<file path="config.mk">
export PLATFORM = sky130hd
export DESIGN_NAME = s2e_error_status
export DESIGN_NICKNAME = d
export VERILOG_FILES = /design/src/s2e_pkg.sv /design/src/s2e_error_status.sv /design/src/s2e_flag.sv
export VERILOG_INCLUDE_DIRS = /design/src
export SDC_FILE = /design/constraint.sdc
export NUM_CORES = 1
export LEC_CHECK = 0
export ABC_AREA = 1
export BUFFER_PORTS_ARGS = -buffer_cell sky130_fd_sc_hd__buf_2
export CORE_UTILIZATION = 47
export CTS_CLUSTER_DIAMETER = 200
export DETAILED_ROUTE_END_ITERATION = 12
export PLACE_DENSITY = 0.8
export SLEW_MARGIN = 20
export SYNTH_ARGS = -nofsm -noshare
export SYNTH_HDL_FRONTEND = slang
export SYNTH_SLANG_ARGS = --single-unit
export TNS_END_PERCENT = 10
</file>
<file path="constraint.sdc">
create_clock -name clk -period 1.35 [get_ports clk]
set_input_delay 0.27 -clock clk [delete_from_list [all_inputs] [get_ports clk]]
set_output_delay 0.27 -clock clk [all_outputs]
set_load 0.01 [all_outputs]
</file>
<file path="src/s2e_map.svh">
`ifndef S2E_MAP_SVH
`define S2E_MAP_SVH

// ****************************************************************
// Register offsets (byte addresses on the Wishbone port)
// ****************************************************************
`define S2E_ADR_CTRL   8'h00
`define S2E_ADR_STAT   8'h04
`define S2E_ADR_CDESC  8'h08

// ****************************************************************
// Control register fields
// ****************************************************************
`define S2E_CTRL_RS    0
`define S2E_CTRL_SRST  2

// ****************************************************************
// Status register fields
// ****************************************************************
`define S2E_ST_HALT    0
`define S2E_ST_MMDEC   6
`define S2E_ST_RSV7    7
`define S2E_ST_DINT    8
`define S2E_ST_DSLV    9
`define S2E_ST_DDEC    10
`define S2E_ST_RSV11   11

// ****************************************************************
// Reset values
// ****************************************************************
`define S2E_ZERO32     32'h0000_0000
`define S2E_PTR_RST    32'h0000_0000
`define S2E_FLAG_RST   1'b0
`define S2E_HALT_RST   1'b1

`endif

</file>
<file path="src/s2e_pkg.sv">
package s2e_pkg;

    // ****************************************************************
    // Channel engine states
    // ****************************************************************
    typedef enum logic [1:0] {
        S2E_IDLE  = 2'b00,  // Stopped, halted flag set
        S2E_RUN   = 2'b01,  // Moving data
        S2E_DRAIN = 2'b10   // Graceful stop, waiting for bus to empty
    } s2e_state_t;

endpackage : s2e_pkg

</file>
<file path="src/s2e_error_status.sv">
`timescale 1ns/1ps
`include "s2e_map.svh"

// Operation
// Data mover bad address sets bit 6
// Error clears run, halts gracefully, then flags
// First failing descriptor address captured only once
// Flags persist until soft or hard reset
// Bits 7 and 11 read zero always
// Completed descriptor fetch sets bit 8, halts
// Descriptor read slave error sets bit 9
// Descriptor pointer decode error sets bit 10
// Descriptor engine errors never written to descriptors
// No gather engine: bits 8-10 stay zero
// Flags reset zero, set on error, read-only
// Writes to status leave flags unchanged
// Drain outstanding transfers before halted, none new
module s2e_error_status #(
    parameter bit GATHER_ENGINE_PRESENT = 1'b1  // Descriptor engine built in
) (
    input  wire logic        clk,
    input  wire logic        rst,
    input  wire logic        wb_cyc_i,
    input  wire logic        wb_stb_i,
    input  wire logic        wb_we_i,
    input  wire logic [7:0]  wb_adr_i,
    input  wire logic [3:0]  wb_sel_i,
    input  wire logic [31:0] wb_dat_i,
    output logic      [31:0] wb_dat_o,
    output logic             wb_ack_o,
    input  wire logic        mm_decode_err,
    input  wire logic        desc_complete_seen,
    input  wire logic        desc_slave_err,
    input  wire logic        desc_decode_err,
    input  wire logic [31:0] err_desc_addr,
    input  wire logic        mm_outstanding,
    output logic             run_stop_control_r,
    output logic             engine_stopped_flag_r,
    output logic             xfer_allow_r,
    output logic             desc_wb_fault_r,
    output logic [31:0]      current_descriptor_pointer_r
);
    import s2e_pkg::*;

    // ****************************************************************
    // Declarations
    // ****************************************************************
    s2e_state_t  state_r;              // Engine state
    s2e_state_t  state_nxt;            // Next engine state
    logic        ack_r;                // Bus acknowledge
    logic        ack_nxt;              // Next acknowledge
    logic [31:0] rdata_nxt;            // Read data mux
    logic        srst_r;               // Soft reset pulse
    logic        cap_done_r;           // Failing address already held
    logic        mm_decode_fault;      // Status bit 6
    logic        desc_engine_internal_fault; // Status bit 8
    logic        desc_fetch_slave_fault;     // Status bit 9
    logic        desc_fetch_decode_fault;    // Status bit 10
    logic        any_flag;             // Some error latched
    logic        any_evt;              // Some error this cycle
    logic        desc_evt;             // Descriptor engine error this cycle
    logic        flag_clr;             // Soft reset only
    logic        req;                  // Request seen, not yet acked
    logic        wr_fire;              // Write takes effect
    logic        sel_ctrl;             // Control register hit
    logic        sel_stat;             // Status register hit
    logic        sel_cdesc;            // Pointer register hit
    logic        wr_ctrl;              // Control write
    logic        wr_cdesc;             // Pointer write
    logic        rs_set_req;           // Software asks to run
    logic        rs_clr_req;           // Software asks to stop
    logic        srst_req;             // Software soft reset
    logic [31:0] wmask;                // Byte lane mask
    logic [31:0] cdesc_wr_val;         // Merged pointer write
    logic [31:0] stat_word;            // Assembled status
    logic [31:0] ctrl_word;            // Assembled control
    logic        run_nxt;              // Next run/stop
    logic        halt_nxt;             // Next halted flag
    logic        allow_nxt;            // Next transfer permission
    logic        cap_nxt;              // Next capture marker
    logic [31:0] cdesc_nxt;            // Next pointer

    // ****************************************************************
    // Address decode and bus strobes
    // ****************************************************************
    assign req       = wb_cyc_i & wb_stb_i & ~ack_r;
    assign wr_fire   = wb_cyc_i & wb_stb_i & wb_we_i & ack_r;
    assign sel_ctrl  = (wb_adr_i == `S2E_ADR_CTRL);
    // status has no write path
    assign sel_stat  = (wb_adr_i == `S2E_ADR_STAT);
    assign sel_cdesc = (wb_adr_i == `S2E_ADR_CDESC);
    assign wr_ctrl   = wr_fire & sel_ctrl & wb_sel_i[0];
    assign wr_cdesc  = wr_fire & sel_cdesc;
    assign ack_nxt   = req;

    // Lane mask for the pointer register
    assign wmask = {{8{wb_sel_i[3]}}, {8{wb_sel_i[2]}}, {8{wb_sel_i[1]}}, {8{wb_sel_i[0]}}};
    assign cdesc_wr_val = (wb_dat_i & wmask) | (current_descriptor_pointer_r & ~wmask);

    // Control requests from software
    assign rs_set_req = wr_ctrl & wb_dat_i[`S2E_CTRL_RS];
    assign rs_clr_req = wr_ctrl & ~wb_dat_i[`S2E_CTRL_RS];
    assign srst_req   = wr_ctrl & wb_dat_i[`S2E_CTRL_SRST];

    // ****************************************************************
    // Error events and sticky flags
    // ****************************************************************
    assign flag_clr = srst_r;
    assign desc_evt = GATHER_ENGINE_PRESENT & (desc_complete_seen | desc_slave_err | desc_decode_err);
    assign any_evt  = mm_decode_err | desc_evt;
    assign any_flag = mm_decode_fault | desc_engine_internal_fault
                    | desc_fetch_slave_fault | desc_fetch_decode_fault;

    // data mover decode
    s2e_flag #(.ENABLE(1'b1)) u_mm_dec (
        .clk    (clk),
        .rst    (rst),
        .clr    (flag_clr),
        .set    (mm_decode_err),
        .flag_r (mm_decode_fault)
    );

    // completed descriptor
    s2e_flag #(.ENABLE(GATHER_ENGINE_PRESENT)) u_desc_int (
        .clk    (clk),
        .rst    (rst),
        .clr    (flag_clr),
        .set    (desc_complete_seen),
        .flag_r (desc_engine_internal_fault)
    );

    // descriptor slave error
    s2e_flag #(.ENABLE(GATHER_ENGINE_PRESENT)) u_desc_slv (
        .clk    (clk),
        .rst    (rst),
        .clr    (flag_clr),
        .set    (desc_slave_err),
        .flag_r (desc_fetch_slave_fault)
    );

    // descriptor decode error
    s2e_flag #(.ENABLE(GATHER_ENGINE_PRESENT)) u_desc_dec (
        .clk    (clk),
        .rst    (rst),
        .clr    (flag_clr),
        .set    (desc_decode_err),
        .flag_r (desc_fetch_decode_fault)
    );

    // ****************************************************************
    // Register read words
    // ****************************************************************
    // reserved bits stay zero
    always_comb begin
        stat_word = `S2E_ZERO32;
        stat_word[`S2E_ST_HALT]  = engine_stopped_flag_r;
        stat_word[`S2E_ST_MMDEC] = mm_decode_fault;
        stat_word[`S2E_ST_DINT]  = desc_engine_internal_fault;
        stat_word[`S2E_ST_DSLV]  = desc_fetch_slave_fault;
        stat_word[`S2E_ST_DDEC]  = desc_fetch_decode_fault;
    end

    // Control read-back
    always_comb begin
        ctrl_word = `S2E_ZERO32;
        ctrl_word[`S2E_CTRL_RS] = run_stop_control_r;
    end

    // Read mux; unmapped offsets read zero
    assign rdata_nxt = sel_ctrl  ? ctrl_word :
                       sel_stat  ? stat_word :
                       sel_cdesc ? current_descriptor_pointer_r :
                                   `S2E_ZERO32;

    // ****************************************************************
    // Engine state machine
    // ****************************************************************
    // stop and drain sequence
    always_comb begin
        state_nxt = state_r;
        case (state_r)
            S2E_IDLE: begin
                // Start only with no error latched
                if (rs_set_req && !any_flag && !any_evt) begin
                    state_nxt = S2E_RUN;
                end
            end
            S2E_RUN: begin
                // Error or software stop begins a drain
                if (any_evt || rs_clr_req) begin
                    state_nxt = S2E_DRAIN;
                end
            end
            S2E_DRAIN: begin
                // Halt only once the bus is empty
                if (!mm_outstanding) begin
                    state_nxt = S2E_IDLE;
                end
            end
            default: begin
                state_nxt = S2E_IDLE;
            end
        endcase
    end

    // run cleared on error
    assign run_nxt = (any_evt || any_flag) ? 1'b0 :
                     (state_r == S2E_IDLE && rs_set_req) ? 1'b1 :
                     rs_clr_req ? 1'b0 : run_stop_control_r;
    // halted after shut down
    assign halt_nxt  = (state_nxt == S2E_IDLE);
    // no new transfers unless running
    assign allow_nxt = (state_nxt == S2E_RUN);

    // ****************************************************************
    // Failing descriptor capture
    // ****************************************************************
    // single address capture
    assign cap_nxt = cap_done_r | (GATHER_ENGINE_PRESENT & any_evt);
    assign cdesc_nxt = (GATHER_ENGINE_PRESENT && any_evt && !cap_done_r) ? err_desc_addr :
                       (wr_cdesc && state_r == S2E_IDLE && !cap_done_r) ? cdesc_wr_val :
                       current_descriptor_pointer_r;

    // ****************************************************************
    // Registers
    // ****************************************************************
    // Bus answer and read data
    always_ff @(posedge clk) begin
        if (rst) begin
            ack_r    <= 1'b0;
            wb_dat_o <= `S2E_ZERO32;
        end else begin
            ack_r    <= ack_nxt;
            wb_dat_o <= req ? rdata_nxt : wb_dat_o;
        end
    end
    assign wb_ack_o = ack_r;

    // Soft reset pulse
    always_ff @(posedge clk) begin
        if (rst) begin
            srst_r <= 1'b0;
        end else begin
            srst_r <= srst_req;
        end
    end

    // engine control, reset by either reset; halted flag loads one
    always_ff @(posedge clk) begin
        if (rst || srst_r) begin
            state_r               <= S2E_IDLE;
            run_stop_control_r    <= 1'b0;
            engine_stopped_flag_r <= `S2E_HALT_RST;
            xfer_allow_r          <= 1'b0;
        end else begin
            state_r               <= state_nxt;
            run_stop_control_r    <= run_nxt;
            engine_stopped_flag_r <= halt_nxt;
            xfer_allow_r          <= allow_nxt;
        end
    end

    // pointer and capture marker
    always_ff @(posedge clk) begin
        if (rst || srst_r) begin
            cap_done_r                   <= 1'b0;
            current_descriptor_pointer_r <= `S2E_PTR_RST;
        end else begin
            cap_done_r                   <= cap_nxt;
            current_descriptor_pointer_r <= cdesc_nxt;
        end
    end

    // only data mover errors reach writeback
    always_ff @(posedge clk) begin
        if (rst || srst_r) begin
            desc_wb_fault_r <= 1'b0;
        end else begin
            desc_wb_fault_r <= mm_decode_fault | mm_decode_err;
        end
    end
endmodule : s2e_error_status

</file>
<file path="src/s2e_flag.sv">
`timescale 1ns/1ps
`include "s2e_map.svh"

// Sticky error flag: set by hardware, cleared only by a reset
module s2e_flag #(
    parameter bit ENABLE = 1'b1  // Zero ties the flag low
) (
    input  wire logic clk,
    input  wire logic rst,
    input  wire logic clr,
    input  wire logic set,
    output logic      flag_r
);

    // ****************************************************************
    // Flag storage
    // ****************************************************************
    logic flag_nxt;  // Next value

    // Set wins over a clear in the same cycle
    assign flag_nxt = ENABLE & (set | (flag_r & ~clr));

    // Flag register
    always_ff @(posedge clk) begin
        if (rst) begin
            flag_r <= `S2E_FLAG_RST;
        end else begin
            flag_r <= flag_nxt;
        end
    end

endmodule : s2e_flag

</file>
==> Yosys cells after proc, flatten, opt, wreduce, memory -nomap -nowiden <==
Cells that the tools add are included.
{ "word_totals": {"register_bits": 77, "out_inout_bits": 69, "wordCells": 81} }
{ "classes": {"n_eq_ne": 5, "mux": 11, "n_bitwise": 33, "n_reduce_logical": 18} }
{ "ops": {"columns": ["operator", "n"], "rows": [
  ["32-bit 2-to-1 mux", 5],
  ["32-bit AND", 2],
  ["32-bit NOT", 1],
  ["32-bit bitwise OR", 1],
  ["1-bit AND", 14],
  ["1-bit bitwise OR", 12],
  ["8-bit by 3-bit equality test with 1-bit output, second input constant", 1],
  ["8-bit by 4-bit equality test with 1-bit output, second input constant", 1],
  ["8-bit zero test", 1],
  ["1-bit logical AND", 6],
  ["2-bit 2-to-1 mux", 3],
  ["2-bit case mux with 3 select lines", 1],
  ["2-bit by 1-bit equality test with 1-bit output, second input constant", 2],
  ["2-bit zero test", 2],
  ["2-bit nonzero test", 2],
  ["1-bit zero test", 3],
  ["1-bit logical OR", 3],
  ["1-bit NOT", 3],
  ["2-bit equality test, second input constant", 1],
  ["1-bit 2-to-1 mux", 2],
  ["2-bit OR reduction", 1]
]} }

==> Logic depth before layout (Yosys ltp) <==
{ "logic_depth": {"ltp_word": 11, "mapped_depth": 9, "depth_no_buf": 8} }

==> Hierarchy <==
A second synthesis with hierarchy kept.
{ "hier_totals": {"hier_cells": 493, "hier_area_um2": 3494.6} }
{ "modules_own_cells": {"columns": ["module", "instances", "cells_per_inst", "area_each_um2", "seq_area_each_um2"], "rows": [
  ["s2e_error_status", 1, 473, 3334.4, 1461.4],
  ["s2e_flag", 4, 5, 40.0, 20.0]
]} }

==> Worst setup path before layout <==
Ideal clock, no wire load.
{ "synth_path": {"path_kind": "reg2reg", "start": "register ack_r, in the netlist wb_ack_o", "end": "register with a tool-made name", "setup_time_ns": 0.116, "arrival_ns": 1.104, "required_ns": 1.234, "setup_slack_ns": 0.130, "path_stages_with_launch": 8, "n_path_buf": 0, "period_less_slack_ns": 1.220, "cell_sequence": "dfxtp_1 nand4_1 nor2_2 nand3_1 nand2_2 inv_2 nor2_1 nor2_1"} }
{ "synth_lines": {"columns": ["item", "line", "text"], "rows": [
  ["from (decl)", "s2e_error_status.sv:50", "logic ack_r;"],
  ["from (signal assigned)", "s2e_error_status.sv:233", "ack_r <= ack_nxt;"]
]} }

==> reports/qor.yml <==
global_routing:
  overflow: 0
  grt_max_degree: 39
  grt_pass1_wl_um: 15700
  grt.total_usage_pct: 26.6
  grt_pass1_vias: 3516
  antenna_found_initial: 0
outcome:
  violations: "setup timing"
  status: "complete, but fails checks"
synthesis:
  synth_common_cells: "100 x nor2_1, 95 x nand2_1, 77 x dfxtp_1"
  yosysTopAreaCell: "dfxtp_1"
  synth_area_leaders: "dfxtp_1 45%, nor2_1 11%, nand2_1 10%, nand3_1 9.4%, a21oi_1 8.4%"
  netlist_area_um2: 3410
  synth-edff-count: 0
  synthArstFlopShare_pct: 0
  synth_cells: 491
  yosys_warnings: 0
  ys.flop_type: "dfxtp_1"
  synth-seq-cells: 77
  yosysSeqAreaShare_pct: 45.2
  synth_nets: 577
  synth_most_common_cell: "nor2_1"
  syn_avg_cell_area_um2: 6.94
  synth_cell_type_count: 24
  synthDominantCellAreaShare_pct: 45.2
hold_path:
  hold_start: "wb_dat_i[2]"
  hold_end: "flag_clr"
  holdCritPathClass: "in -> reg"
  holdPathStages: 2
cts:
  htree_levels: 3
  clock_sinks: 77
  tritoncts: "yes"
  cts_buffer_depth: 2
  hold_buffers: 0
  numCtsBuffers: 9
  clk_latency_ns: 0.34
  clk_pin_slew_ns: 0.08
  ctsRootBufferMaster: "clkbuf_8"
sta:
  setup_viol: 9
  rsz0062_at_grt: "true"
  max_freq_mhz: 722
  slew_violations: 0
  final-hold-violation-count: 0
  period_share_pct: 103
  relSlewSlack_pct: 71.6
  worst_slew_pin_slew_ns: 0.427
  whs_ns: 0.211
  fin_crit_ns: 1.38
  clock_skew_ns: 0.0101
  finalWorstSetupSlack_ns: -0.0343
floorplan:
  ios: 155
  die_y_um: 87.2
  core.rowCount: 30
  coreArea_um2: 6910
  chipWidth_um: 87.2
  dieArea_um2: 7600
  initial_core_util_pct: 49.4
routing:
  drc: 0
  antenna_left: 0
  routedWlPerCell_um: 13.4
  vias: 3930
  drtPass1Iterations: 5
  drt-total-wl_um: 10300
  via_per_inst: 5.13
  drt_iter0_markers: 191
placed_design:
  placed_area_um2: 4420
  placement.io_buffers: 154
  hpwl_um: 7160
  place_ws_ns: -0.173
  gp_congestion: 0.829
finish:
  diodes: 0
  final_nets: 751
  multi_input_area_um2: 1730
  layout-drive-gt1-share_pct: 35.5
  fin_area_um2: 4870
  seq_area_um2: 1540
  synthToLayoutAreaGrowth_pct: 42.7
  fillerInstances: 603
critical_path:
  path_max_fanout: 6
  cp.required_ns: 1.59
  ff2ff_setup_slack_ns: -0.03
  crit_path_start_kind: "flop"
  reg2reg_depth: 9
  crit_arrival_ns: 1.62
  criticalPathCategory: "reg -> reg"
  crit_path_end_kind: "flop"
  r2r-start: "wb_ack_o"
power_and_ir_drop:
  leakage_nw: 2.38
  vdd_drop_max_mv: 0.595
  power_per_cell_area_nw_per_um2: 1120
flow_run:
  drv_cap: 0
-- critical path: stages (launching register included) --
cell and delay (ns):
dfxtp_2 0.33, nand4_1 0.14, nor2_4 0.23, buf_6 0.13
nand3_4 0.06, nand2_4 0.11, buf_12 0.12, nand3_1 0.07
nand2_1 0.06, nor2_1 0.04
-- cell type report --
class | count | area share, %
clock inverter | 3 | 1.85
timing repair buffer | 193 | 23.3
tap | 96 | 2.47
clock buffer | 13 | 3.47
multi-input combinational | 364 | 35.6
sequential | 77 | 31.7
inverter | 20 | 1.59
-- placed cells by master (no fill, tap or decap), drive strengths merged --
cell type	synthesis	layout
nor3	3	3
o22ai	3	3
bufinv	0	3
nor2	104	104
nand2	98	98
and2	1	1
buf	18	192
dfxtp	77	77
nand3	66	66
nor3b	1	1
nand4	4	4
o21ai	27	27
inv	20	20
a21oi	57	57
clkbuf	12	14
-- what timing repair did --
item | in CTS | in global routing
setup buffers | 0 | 4
pin swaps | 0 | 7
cloned | 0 | 1
gates resized for setup | 5 | 33
setup endpoints to repair | 23 | 32
-- worst max-delay path by stage --
stage | start | to | slack [ns] | depth (start not counted)
floorplan | wb_ack_o | flop | 0.13 | 7
global placement | wb_adr_i[1] | flop | -0.15 | 9
detailed placement | wb_adr_i[1] | flop | -0.17 | 11
CTS | state_r[1] | flop | 0.005 | 10
global route | wb_ack_o | flop | -0.1 | 9
finish | wb_ack_o | flop | -0.03 | 9
-- report_power, final --
group	internal, W	switching, W
logic	0.000365	0.000474
clock network	0.00138	0.000804
registers	0.00237	0.0000781
total	0.00412	0.00136
-- cells by family after synthesis --
group                  Yosys count  share of synthesized area, %
AO/OA/AOI/OAI                   87                          12.9
buffers and inverters           50                          7.12
flip-flops                      77                          45.2
AND/OR/NAND/NOR                277                          34.8
-- routing by layer --
metal	up-vias	routed length, um	global-route usage (%)	share of wire (%)
li1	1959	-	-	-
met1	1788	4390	32.6	43
met2	166	5100	46.8	50
met3	17	601	3.60	5.9
met4	0	182	11.2	1.8
met5	-	0	0	0
-- per-stage QoR --
stage | TNS [ns] | util, % | instances | total power, W
finish | -0.122 | 70.5 | 766 | 0.00547
global route | -1.58 | 70.5 | 766 | 0.00566
CTS | 0 | 67.9 | 761 | 0.00541
detailed placement | -5.69 | 63.9 | 745 | 0.00326
global placement | -3.70 | 63.9 | 745 | 0.00324
floorplan | 0 | - | 491 | 0.00290
Note: power is estimated with default switching activity, not from simulation.
